File: src/hdl/lcdt_pkg.sv
// ****************************************************************
// Shared constants for the LCD timing core
// ****************************************************************
package lcdt_pkg;

  localparam int NUM_SEG          = 40;
  localparam int NUM_ROW          = 4;
  localparam int BYTE_BITS        = 8;
  localparam int PEND_BITS        = 16;

  // Base clock and internal oscillator period
  localparam int CLK_PERIOD_NS    = 8;
  localparam int OSC_PERIOD_NS    = 5000;
  localparam int OSC_HALF_CYC     = OSC_PERIOD_NS / (2 * CLK_PERIOD_NS);

  // Working clock to frame divisors
  localparam int FRAME_DIV_NORMAL = 2880;
  localparam int FRAME_DIV_SAVE   = 480;

  typedef enum logic [1:0] {
    LCDT_STATIC = 2'h0,
    LCDT_MUX2   = 2'h1,
    LCDT_MUX3   = 2'h2,
    LCDT_MUX4   = 2'h3
  } lcdt_mode_t;

  localparam lcdt_mode_t RESET_MODE = LCDT_MUX4;
  localparam logic RESET_SAVE       = 1'b0;

  typedef enum logic [1:0] {
    LCDT_XF_COPY = 2'h1,
    LCDT_XF_WAIT = 2'h2
  } lcdt_xfer_t;

endpackage : lcdt_pkg

File: src/hdl/lcdt_frame_div.sv
`timescale 1ns/1ps
// ****************************************************************
// Frame divider: slots and polarity halves per frame
// ****************************************************************
module lcdt_frame_div (
  input  wire logic       clk_i,
  input  wire logic       rst_i,
  input  wire logic       ce_i,
  input  wire logic       tick_i,
  input  wire logic       restart_i,
  input  wire logic       save_i,
  input  wire logic [2:0] rows_i,
  output logic      [1:0] slot_o,
  output logic            pol_o,
  output logic            frame_o
);

  logic [11:0] base;
  logic [11:0] phase_len;
  logic [11:0] cnt;

  always_comb begin
    base = save_i ? 12'(lcdt_pkg::FRAME_DIV_SAVE)
                  : 12'(lcdt_pkg::FRAME_DIV_NORMAL);
    case (rows_i)
      3'h1:    phase_len = base >> 1;
      3'h2:    phase_len = base >> 2;
      3'h3:    phase_len = base / 12'h006;
      default: phase_len = base >> 3;
    endcase
  end

  // Two halves per slot, one slot per active row
  always_ff @(posedge clk_i) begin
    if (rst_i) begin
      cnt     <= 12'h000;
      slot_o  <= 2'h0;
      pol_o   <= 1'b0;
      frame_o <= 1'b0;
    end else if (ce_i) begin
      frame_o <= 1'b0;
      if (restart_i) begin
        cnt     <= 12'h000;
        slot_o  <= 2'h0;
        pol_o   <= 1'b0;
        frame_o <= 1'b1;
      end else if (tick_i) begin
        if (cnt >= phase_len - 12'h001) begin
          cnt <= 12'h000;
          if (pol_o) begin
            pol_o <= 1'b0;
            if ({1'b0, slot_o} >= rows_i - 3'h1) begin
              slot_o  <= 2'h0;
              frame_o <= 1'b1;
            end else begin
              slot_o <= slot_o + 2'h1;
            end
          end else begin
            pol_o <= 1'b1;
          end
        end else begin
          cnt <= cnt + 12'h001;
        end
      end
    end
  end

endmodule : lcdt_frame_div

File: src/hdl/lcdt_timing.sv
`timescale 1ns/1ps
// Behaviour
// - Source pin low: internal oscillator, driven out.
// - Source pin high: clock pin is input.
// - Frame is clock over 2880 or 480.
// - Internal clock: power mode from mode-set.
// - Hold I2C clock low while 8 or more bits are queued.
// - Shift register refills display register in background.
// - Shared sync line aligns cascaded frames.
// - Forty segments from display register and phase.
// - 1:4 mode: four distinct backplanes.
// - 1:3 mode: backplane 3 copies backplane 1.
// - 1:2 mode: 2 copies 0, 3 copies 1.
// - Static mode: all backplanes identical.
// - Display memory is 40 by 4 bits.
// - Stored one lights element, zero darkens.
// - Rows to backplanes, columns to segments.
// - Display bits queued, then stored one per working clock tick.
// - Bits per column follow drive mode.
// - Reset: 1:4 mode, pointers cleared, segment and backplane outputs high.
module lcdt_timing #(
  parameter int NSEG = lcdt_pkg::NUM_SEG
) (
  input  wire logic            CLK_I,
  input  wire logic            SYS_RST_I,
  input  wire logic            CE_I,
  input  wire logic            OSC_SEL_I,
  input  wire logic            EXT_CLK_I,
  input  wire logic            MODE_SET_I,
  input  wire logic [1:0]      MODE_I,
  input  wire logic            POWER_SAVE_I,
  input  wire logic            PTR_LOAD_I,
  input  wire logic [5:0]      PTR_I,
  input  wire logic            BIT_VALID_I,
  input  wire logic            BIT_I,
  input  wire logic            SYNC_I,
  output logic                 SYNC_O,
  output logic                 SYNC_OE_O,
  output logic                 CLK_OUT_O,
  output logic                 CLK_OE_O,
  output logic                 SCL_HOLD_O,
  output logic                 FRAME_RATE_O,
  output logic [NSEG-1:0]      SEGMENT_OUTPUTS_O,
  output logic                 BACKPLANE_OUT_0_O,
  output logic                 BACKPLANE_OUT_1_O,
  output logic                 BACKPLANE_OUT_2_O,
  output logic                 BACKPLANE_OUT_3_O
);

  localparam int NROW = lcdt_pkg::NUM_ROW;
  localparam int PB   = lcdt_pkg::PEND_BITS;

  // ****************************************************************
  // Working clock selection
  // ****************************************************************
  logic [9:0]  osc_cnt;
  logic        osc_tog;
  logic        osc_tick;
  logic        ext_q;
  logic        wtick;

  always_ff @(posedge CLK_I) begin
    if (SYS_RST_I) begin
      osc_cnt  <= 10'h000;
      osc_tog  <= 1'b0;
      osc_tick <= 1'b0;
    end else if (CE_I) begin
      osc_tick <= 1'b0;
      if (osc_cnt >= 10'(lcdt_pkg::OSC_HALF_CYC - 1)) begin
        osc_cnt  <= 10'h000;
        osc_tog  <= ~osc_tog;
        osc_tick <= ~osc_tog;
      end else begin
        osc_cnt <= osc_cnt + 10'h001;
      end
    end
  end

  always_ff @(posedge CLK_I) begin
    if (SYS_RST_I) begin
      ext_q     <= 1'b1;
      CLK_OUT_O <= 1'b0;
      CLK_OE_O  <= 1'b0;
    end else if (CE_I) begin
      ext_q     <= EXT_CLK_I;
      CLK_OUT_O <= osc_tog;
      CLK_OE_O  <= ~OSC_SEL_I;
    end
  end

  // Outputs freeze if the external clock stops
  assign wtick = OSC_SEL_I ? (EXT_CLK_I & ~ext_q)
                           : osc_tick;

  // ****************************************************************
  // Drive mode and power mode
  // ****************************************************************
  lcdt_pkg::lcdt_mode_t mode;
  logic                 save;
  logic [2:0]           rows;

  always_ff @(posedge CLK_I) begin
    if (SYS_RST_I) begin
      mode <= lcdt_pkg::RESET_MODE;
      save <= lcdt_pkg::RESET_SAVE;
    end else if (CE_I && MODE_SET_I) begin
      mode <= lcdt_pkg::lcdt_mode_t'(MODE_I);
      save <= POWER_SAVE_I;
    end
  end

  assign rows = {1'b0, mode} + 3'h1;

  // ****************************************************************
  // Incoming bit queue and clock stretch
  // ****************************************************************
  logic [PB-1:0] pend;
  logic [PB-1:0] next_pend;
  logic [4:0]    pcnt;
  logic [4:0]    next_pcnt;
  logic          pop;
  logic          push;

  assign pop  = wtick && (pcnt != 5'h00);
  assign push = BIT_VALID_I && (pcnt != 5'(PB));

  always_comb begin
    next_pend = pend;
    next_pcnt = pcnt;
    if (pop) begin
      next_pend = {1'b0, pend[PB-1:1]};
      next_pcnt = pcnt - 5'h01;
    end
    if (push) begin
      next_pend[next_pcnt[3:0]] = BIT_I;
      next_pcnt = next_pcnt + 5'h01;
    end
  end

  always_ff @(posedge CLK_I) begin
    if (SYS_RST_I) begin
      pend       <= '0;
      pcnt       <= 5'h00;
      SCL_HOLD_O <= 1'b0;
    end else if (CE_I) begin
      pend       <= next_pend;
      pcnt       <= next_pcnt;
      SCL_HOLD_O <= next_pcnt >= 5'(lcdt_pkg::BYTE_BITS);
    end
  end

  // ****************************************************************
  // Display memory and write pointer
  // ****************************************************************
  logic [NSEG-1:0] ram [NROW];
  logic [5:0]      wcol;
  logic [1:0]      wrow;

  always_ff @(posedge CLK_I) begin
    if (SYS_RST_I) begin
      wcol <= 6'h00;
      wrow <= 2'h0;
    end else if (CE_I) begin
      if (PTR_LOAD_I) begin
        wcol <= PTR_I;
        wrow <= 2'h0;
      end else if (pop) begin
        if ({1'b0, wrow} >= rows - 3'h1) begin
          wrow <= 2'h0;
          wcol <= (wcol >= 6'(NSEG - 1)) ? 6'h00 : wcol + 6'h01;
        end else begin
          wrow <= wrow + 2'h1;
        end
      end
    end
  end

  always_ff @(posedge CLK_I) begin
    if (SYS_RST_I) begin
      for (int r = 0; r < NROW; r++) begin
        ram[r] <= '0;
      end
    end else if (CE_I && pop && !PTR_LOAD_I) begin
      ram[wrow][wcol] <= pend[0];
    end
  end

  // ****************************************************************
  // Frame timing and cascade sync
  // ****************************************************************
  logic [1:0] slot;
  logic       pol;
  logic       frame;
  logic       sync_q;
  logic       restart;

  // Another device pulled the line low first
  assign restart = sync_q && !SYNC_I && !SYNC_OE_O;

  lcdt_frame_div u_frame (
    .clk_i     (CLK_I),
    .rst_i     (SYS_RST_I),
    .ce_i      (CE_I),
    .tick_i    (wtick),
    .restart_i (restart),
    .save_i    (save),
    .rows_i    (rows),
    .slot_o    (slot),
    .pol_o     (pol),
    .frame_o   (frame)
  );

  always_ff @(posedge CLK_I) begin
    if (SYS_RST_I) begin
      sync_q       <= 1'b1;
      SYNC_O       <= 1'b0;
      SYNC_OE_O    <= 1'b0;
      FRAME_RATE_O <= 1'b0;
    end else if (CE_I) begin
      sync_q       <= SYNC_I;
      SYNC_O       <= 1'b0;
      SYNC_OE_O    <= (slot == 2'h0) && !pol;
      FRAME_RATE_O <= frame;
    end
  end

  // ****************************************************************
  // Shift register into display register
  // ****************************************************************
  lcdt_pkg::lcdt_xfer_t xstate;
  logic [5:0]           xcol;
  logic [NSEG-1:0]      shadow [NROW];
  logic [NSEG-1:0]      disp   [NROW];

  always_ff @(posedge CLK_I) begin
    if (SYS_RST_I) begin
      xstate <= lcdt_pkg::LCDT_XF_COPY;
      xcol   <= 6'h00;
    end else if (CE_I) begin
      case (xstate)
        lcdt_pkg::LCDT_XF_COPY: begin
          if (wtick) begin
            if (xcol >= 6'(NSEG - 1)) begin
              xstate <= lcdt_pkg::LCDT_XF_WAIT;
            end else begin
              xcol <= xcol + 6'h01;
            end
          end
        end
        lcdt_pkg::LCDT_XF_WAIT: begin
          if (frame) begin
            xstate <= lcdt_pkg::LCDT_XF_COPY;
            xcol   <= 6'h00;
          end
        end
        default: begin
          xstate <= lcdt_pkg::LCDT_XF_COPY;
          xcol   <= 6'h00;
        end
      endcase
    end
  end

  always_ff @(posedge CLK_I) begin
    if (SYS_RST_I) begin
      for (int r = 0; r < NROW; r++) begin
        shadow[r] <= '0;
        disp[r]   <= '0;
      end
    end else if (CE_I) begin
      for (int r = 0; r < NROW; r++) begin
        if (xstate == lcdt_pkg::LCDT_XF_COPY && wtick) begin
          shadow[r][xcol] <= ram[r][xcol];
        end
        if (xstate == lcdt_pkg::LCDT_XF_WAIT && frame) begin
          disp[r] <= shadow[r];
        end
      end
    end
  end

  // ****************************************************************
  // Backplane and segment drive
  // ****************************************************************
  logic [NROW-1:0] bp_raw;
  logic [NROW-1:0] bp_map;
  logic [NSEG-1:0] seg_next;
  logic            blank;

  // Selected row sits opposite the polarity
  always_comb begin
    for (int r = 0; r < NROW; r++) begin
      bp_raw[r] = (slot == 2'(r)) ? ~pol : pol;
    end
  end

  always_comb begin
    case (mode)
      lcdt_pkg::LCDT_STATIC:
        bp_map = {NROW{bp_raw[0]}};
      lcdt_pkg::LCDT_MUX2:
        bp_map = {bp_raw[1], bp_raw[0],
                  bp_raw[1], bp_raw[0]};
      lcdt_pkg::LCDT_MUX3:
        bp_map = {bp_raw[1], bp_raw[2],
                  bp_raw[1], bp_raw[0]};
      lcdt_pkg::LCDT_MUX4:
        bp_map = bp_raw;
      default:
        bp_map = bp_raw;
    endcase
  end

  // On element drives against its backplane
  for (genvar c = 0; c < NSEG; c++) begin : g_seg
    assign seg_next[c] = disp[slot][c] ? pol : ~pol;
  end

  always_ff @(posedge CLK_I) begin
    if (SYS_RST_I) begin
      blank <= 1'b1;
    end else if (CE_I && frame) begin
      blank <= 1'b0;
    end
  end

  always_ff @(posedge CLK_I) begin
    if (SYS_RST_I) begin
      SEGMENT_OUTPUTS_O <= '1;
      BACKPLANE_OUT_0_O <= 1'b1;
      BACKPLANE_OUT_1_O <= 1'b1;
      BACKPLANE_OUT_2_O <= 1'b1;
      BACKPLANE_OUT_3_O <= 1'b1;
    end else if (CE_I) begin
      if (blank) begin
        SEGMENT_OUTPUTS_O <= '1;
        BACKPLANE_OUT_0_O <= 1'b1;
        BACKPLANE_OUT_1_O <= 1'b1;
        BACKPLANE_OUT_2_O <= 1'b1;
        BACKPLANE_OUT_3_O <= 1'b1;
      end else begin
        SEGMENT_OUTPUTS_O <= seg_next;
        BACKPLANE_OUT_0_O <= bp_map[0];
        BACKPLANE_OUT_1_O <= bp_map[1];
        BACKPLANE_OUT_2_O <= bp_map[2];
        BACKPLANE_OUT_3_O <= bp_map[3];
      end
    end
  end

endmodule : lcdt_timing

File: config.mk
export PLATFORM = sky130hd
export DESIGN_NAME = lcdt_timing
export DESIGN_NICKNAME = d
export VERILOG_FILES = /design/src/hdl/lcdt_pkg.sv /design/src/hdl/lcdt_frame_div.sv /design/src/hdl/lcdt_timing.sv
export SDC_FILE = /design/constraint.sdc
export NUM_CORES = 1
export LEC_CHECK = 0
export BUFFER_PORTS_ARGS = -buffer_cell sky130_fd_sc_hd__buf_2
export CORE_ASPECT_RATIO = 1.5
export CORE_UTILIZATION = 45
export DETAILED_ROUTE_END_ITERATION = 8
export SYNTH_ARGS = -nofsm -noshare
export SYNTH_HDL_FRONTEND = slang
export SYNTH_SLANG_ARGS = --single-unit
File: constraint.sdc
create_clock -name CLK_I -period 6.1 [get_ports CLK_I]
set_input_delay 1.22 -clock CLK_I [delete_from_list [all_inputs] [get_ports CLK_I]]
set_output_delay 1.22 -clock CLK_I [all_outputs]
set_load 0.03 [all_outputs]
==> impl_metrics.json <==
{
  "outcome": "finished, violations left",
  "failed_checks": "design-rule violations",
  "routed_wl_um": 68300,
  "min_to": "blank",
  "clockRootBuffer": "clkbuf_16",
  "path_class": "reg2reg",
  "hold_class": "reg2reg",
  "cts_max_path_buffers": 3,
  "netlist.area_leader.share": 0.511,
  "synth_top_area_cell": "edfxtp_1",
  "drc": 14,
  "grt_antenna_before_repair": 0,
  "ys_types": 86,
  "hold_buffers": 0,
  "die_h_um": 309,
  "tightest_slew_ns": 1.15,
  "p_int_mw": 6.65,
  "core_area_um2": 62100,
  "diodes": 0,
  "rsz0062_at_grt": "false",
  "cts_buffers": 58,
  "rr_endpoint": "u_frame.cnt[6]",
  "num_vias": 18906,
  "finalInstanceArea_um2": 31100,
  "syn-cell-area_um2": 28200,
  "power.density_nw_per_um2": 275,
  "drt_iter0_markers": 1351,
  "synthFlopType": "edfxtp_1",
  "power_switching_mw": 1.91,
  "numPortBuffers": 67,
  "critPathArrivalTime_ns": 4.30,
  "fmax_mhz": 261,
  "maxCapViolCount": 0,
  "post-place-ws_ns": 1.66,
  "use_met2": 0.410,
  "synth-seq-cells": 602,
  "path_clk_slew_ns": 0.06,
  "crit_required_ns": 6.58,
  "cts.sinks": 602,
  "rr_worst_depth": 12,
  "pwr-share-seq": 0.537,
  "fin_skew_ns": 0.0215,
  "hold_start": "blank",
  "nets": 2572,
  "grtUsageMet1": 0.242,
  "fin_crit_ns": 3.83,
  "avgSynthCellArea_um2": 11.1,
  "setup_viol": 0,
  "finalHoldViolCount": 0,
  "synth_edf_count": 480,
  "routedWlPerCell_um": 20.3,
  "clockPowerShare": 0.412,
  "postSynthCellCount": 2532,
  "switching_share": 0.223,
  "setup_tns_ns": 0,
  "start_util": 0.454,
  "postPlaceCellArea_um2": 29200,
  "track_usage": 0.219,
  "holdPathStages": 2,
  "grt-ovfl-total": 0,
  "p_leak_nw": 10.6,
  "syn-num-nets": 2586,
  "grt_busiest_layer": "met2",
  "cts_resized": 0,
  "cts_tree": "done",
  "cp_max_fo": 12,
  "synth.top_cells.by_area": "edfxtp_1 (51%), dfxtp_1 (8.7%), nor2_1 (6.0%), nand2_1 (4.4%), mux4_2 (4.4%)",
  "final_util": 0.500,
  "use_met3": 0.0298,
  "grt_max_degree": 161,
  "ys_seq_area_frac": 0.598,
  "drive_gt1_frac": 0.115,
  "globalplace.congestion": 0.870,
  "drv_slew": 0,
  "finalPower_mw": 8.55,
  "clk_latency_ns": 0.64,
  "r2r_slack_ns": 2.27,
  "hpwl_um": 44400,
  "setup_ws_ns": 2.27,
  "die-area_um2": 63700,
  "cts-htree-levels": 2,
  "via_per_inst": 5.62,
  "slew_headroom": 0.232,
  "combinationalPowerShare": 0.050,
  "first_pass_iters": 8,
  "async_reset_ff_frac": 0,
  "rows": 112,
  "irDropWorstVdd_mv": 0.202,
  "post_cts_buffers": 0,
  "grt_pass1_wl_um": 106000,
  "area_delta_synth_final_pct": 10.2,
  "detail-route-antenna-nets": 0,
  "grt_pass1_vias": 19058,
  "worstReg2RegStart": "mode[0]",
  "start_kind": "flop",
  "dieWidth_um": 206,
  "endpoint_kind": "flop",
  "yosys_warnings": 0,
  "post-route-period-util": 0.627,
  "io_pins": 69
}
==> final cells by class <==
class	count	area (um2)
Fill cell	5570	31000
Sequential cell	602	16900
Multi-Input combinational cell	1721	10600
Clock buffer	78	1560
Tap cell	798	998
Timing Repair Buffer	109	668
Clock inverter	32	292
Inverter	26	103
==> logic make-up (layout without fill, tap and decap cells) <==
logic type,Yosys count,after routing,share of synthesized area
AND/OR/NAND/NOR,1134,1134,0.184
AO/OA/AOI/OAI,365,365,0.0846
multiplexers,109,109,0.0636
adder cells (fa/ha/maj),35,35,0.0155
XOR/XNOR,76,76,0.0236
buffers and inverters,209,245,0.0309
other,2,2,0.000266
flip-flops,602,602,0.598
==> worst max path at each step <==
stage | from | depth (start not counted) | to | slack (ns)
floorplan | SYS_RST_I | 5 | disp[0][0] | 0.05
global placement | SYS_RST_I | 7 | shadow[0][19] | 1.75
detailed placement | SYS_RST_I | 7 | shadow[3][19] | 1.66
CTS | mode[0] | 12 | u_frame.cnt[6] | 2.30
global route | mode[0] | 12 | u_frame.cnt[11] | 2.03
finish | mode[0] | 12 | u_frame.cnt[6] | 2.27
==> power groups by stage <==
stage	Clock (mW)	Sequential, mW	Combinational [mW]
detailed placement	0	4.69	0.429
CTS	3.60	4.60	0.430
floorplan	0	4.67	0.314
finish	3.53	4.60	0.429
global placement	0	4.68	0.417
global route	3.75	4.61	0.470
==> through the flow <==
stage | hold slack (ns) | instances
2_1_floorplan | 0.430 | 2532
3_3_place_gp | 0.441 | 3256
3_5_place_dp | 0.452 | 3256
4_1_cts | 0.461 | 3366
5_1_grt | 0.484 | 3366
6_report | 0.458 | 3366
==> flip-flops by register name, indices dropped and copies added, names as in the netlist, 5 cells and up, named ones only <==
name and cells:
SEGMENT_OUTPUTS_O 40, disp 160, pend 16, wcol 6
u_frame.cnt 12, pcnt 5, xcol 6, shadow 160
ram 160, osc_cnt 10
==> cells in the final DEF (no fill, tap or decap), types with 9 or more instances in the layout <==
cell type / count
inv_1: 24
a22oi_1: 15
nand4_1: 13
mux4_2: 55
and3_1: 14
a221oi_1: 11
a21oi_1: 57
nor2_1: 446
clkinv_1: 18
xor2_1: 18
buf_4: 43
o21ai_0: 81
o211ai_1: 9
xnor2_1: 58
nand2b_1: 28
mux2_2: 10
clkbuf_1: 18
nand3_1: 26
nor3_1: 37
o22ai_1: 56
edfxtp_1: 480
mux2i_1: 44
nor2b_1: 9
dfxtp_1: 116
and2_1: 171
nand2_1: 330
ha_1: 35
clkbuf_16: 59
o21ai_1: 34
a211oi_1: 11
buf_2: 65
==> worst max-delay path: stages (launching register included) <==
cell	delay, ns
dfxtp_1	0.60
inv_1	0.16
ha_1	0.39
nor4b_1	0.42
nor3_1	0.09
a311o_1	0.34
ha_1	0.29
o21ai_0	0.09
nand2b_1	0.08
o2111ai_1	0.12
o21a_1	0.27
nor2_1	0.68
nor3_1	0.12
==> routing by layer <==
layer  share of wire  vias to the layer above  wire length (um)
met5               0                        -                 0
met4           0.040                        0              2740
met3           0.048                      138              3270
met2            0.54                      513             37100
met1            0.37                     9286             25200
li1                -                     8969                 -
==> cells in the mapped netlist, types with 6 or more instances <==
| cell type | instances |
|---|---|
| edfxtp_1 | 480 |
| nor2_1 | 447 |
| nand2_1 | 331 |
| and2_1 | 171 |
| dfxtp_1 | 122 |
| clkbuf_1 | 113 |
| o21ai_0 | 81 |
| a21oi_1 | 58 |
| xnor2_1 | 58 |
| o22ai_1 | 56 |
| mux4_2 | 55 |
| buf_2 | 51 |
| mux2i_1 | 44 |
| nor3_1 | 40 |
| ha_1 | 35 |
| o21ai_1 | 34 |
| nand2b_1 | 29 |
| nand3_1 | 26 |
| inv_1 | 25 |
| xor2_1 | 18 |
| a22oi_1 | 15 |
| and3_1 | 14 |
| nand4_1 | 13 |
| buf_1 | 12 |
| a211oi_1 | 11 |
| a221oi_1 | 11 |
| mux2_2 | 10 |
| nor2b_1 | 9 |
| o211ai_1 | 9 |
| a31oi_1 | 8 |
| o31ai_1 | 7 |
| or3_1 | 7 |
| a21o_1 | 6 |
| buf_4 | 6 |
| or2_2 | 6 |
No activity file was read; power rests on OpenSTA's default activity.
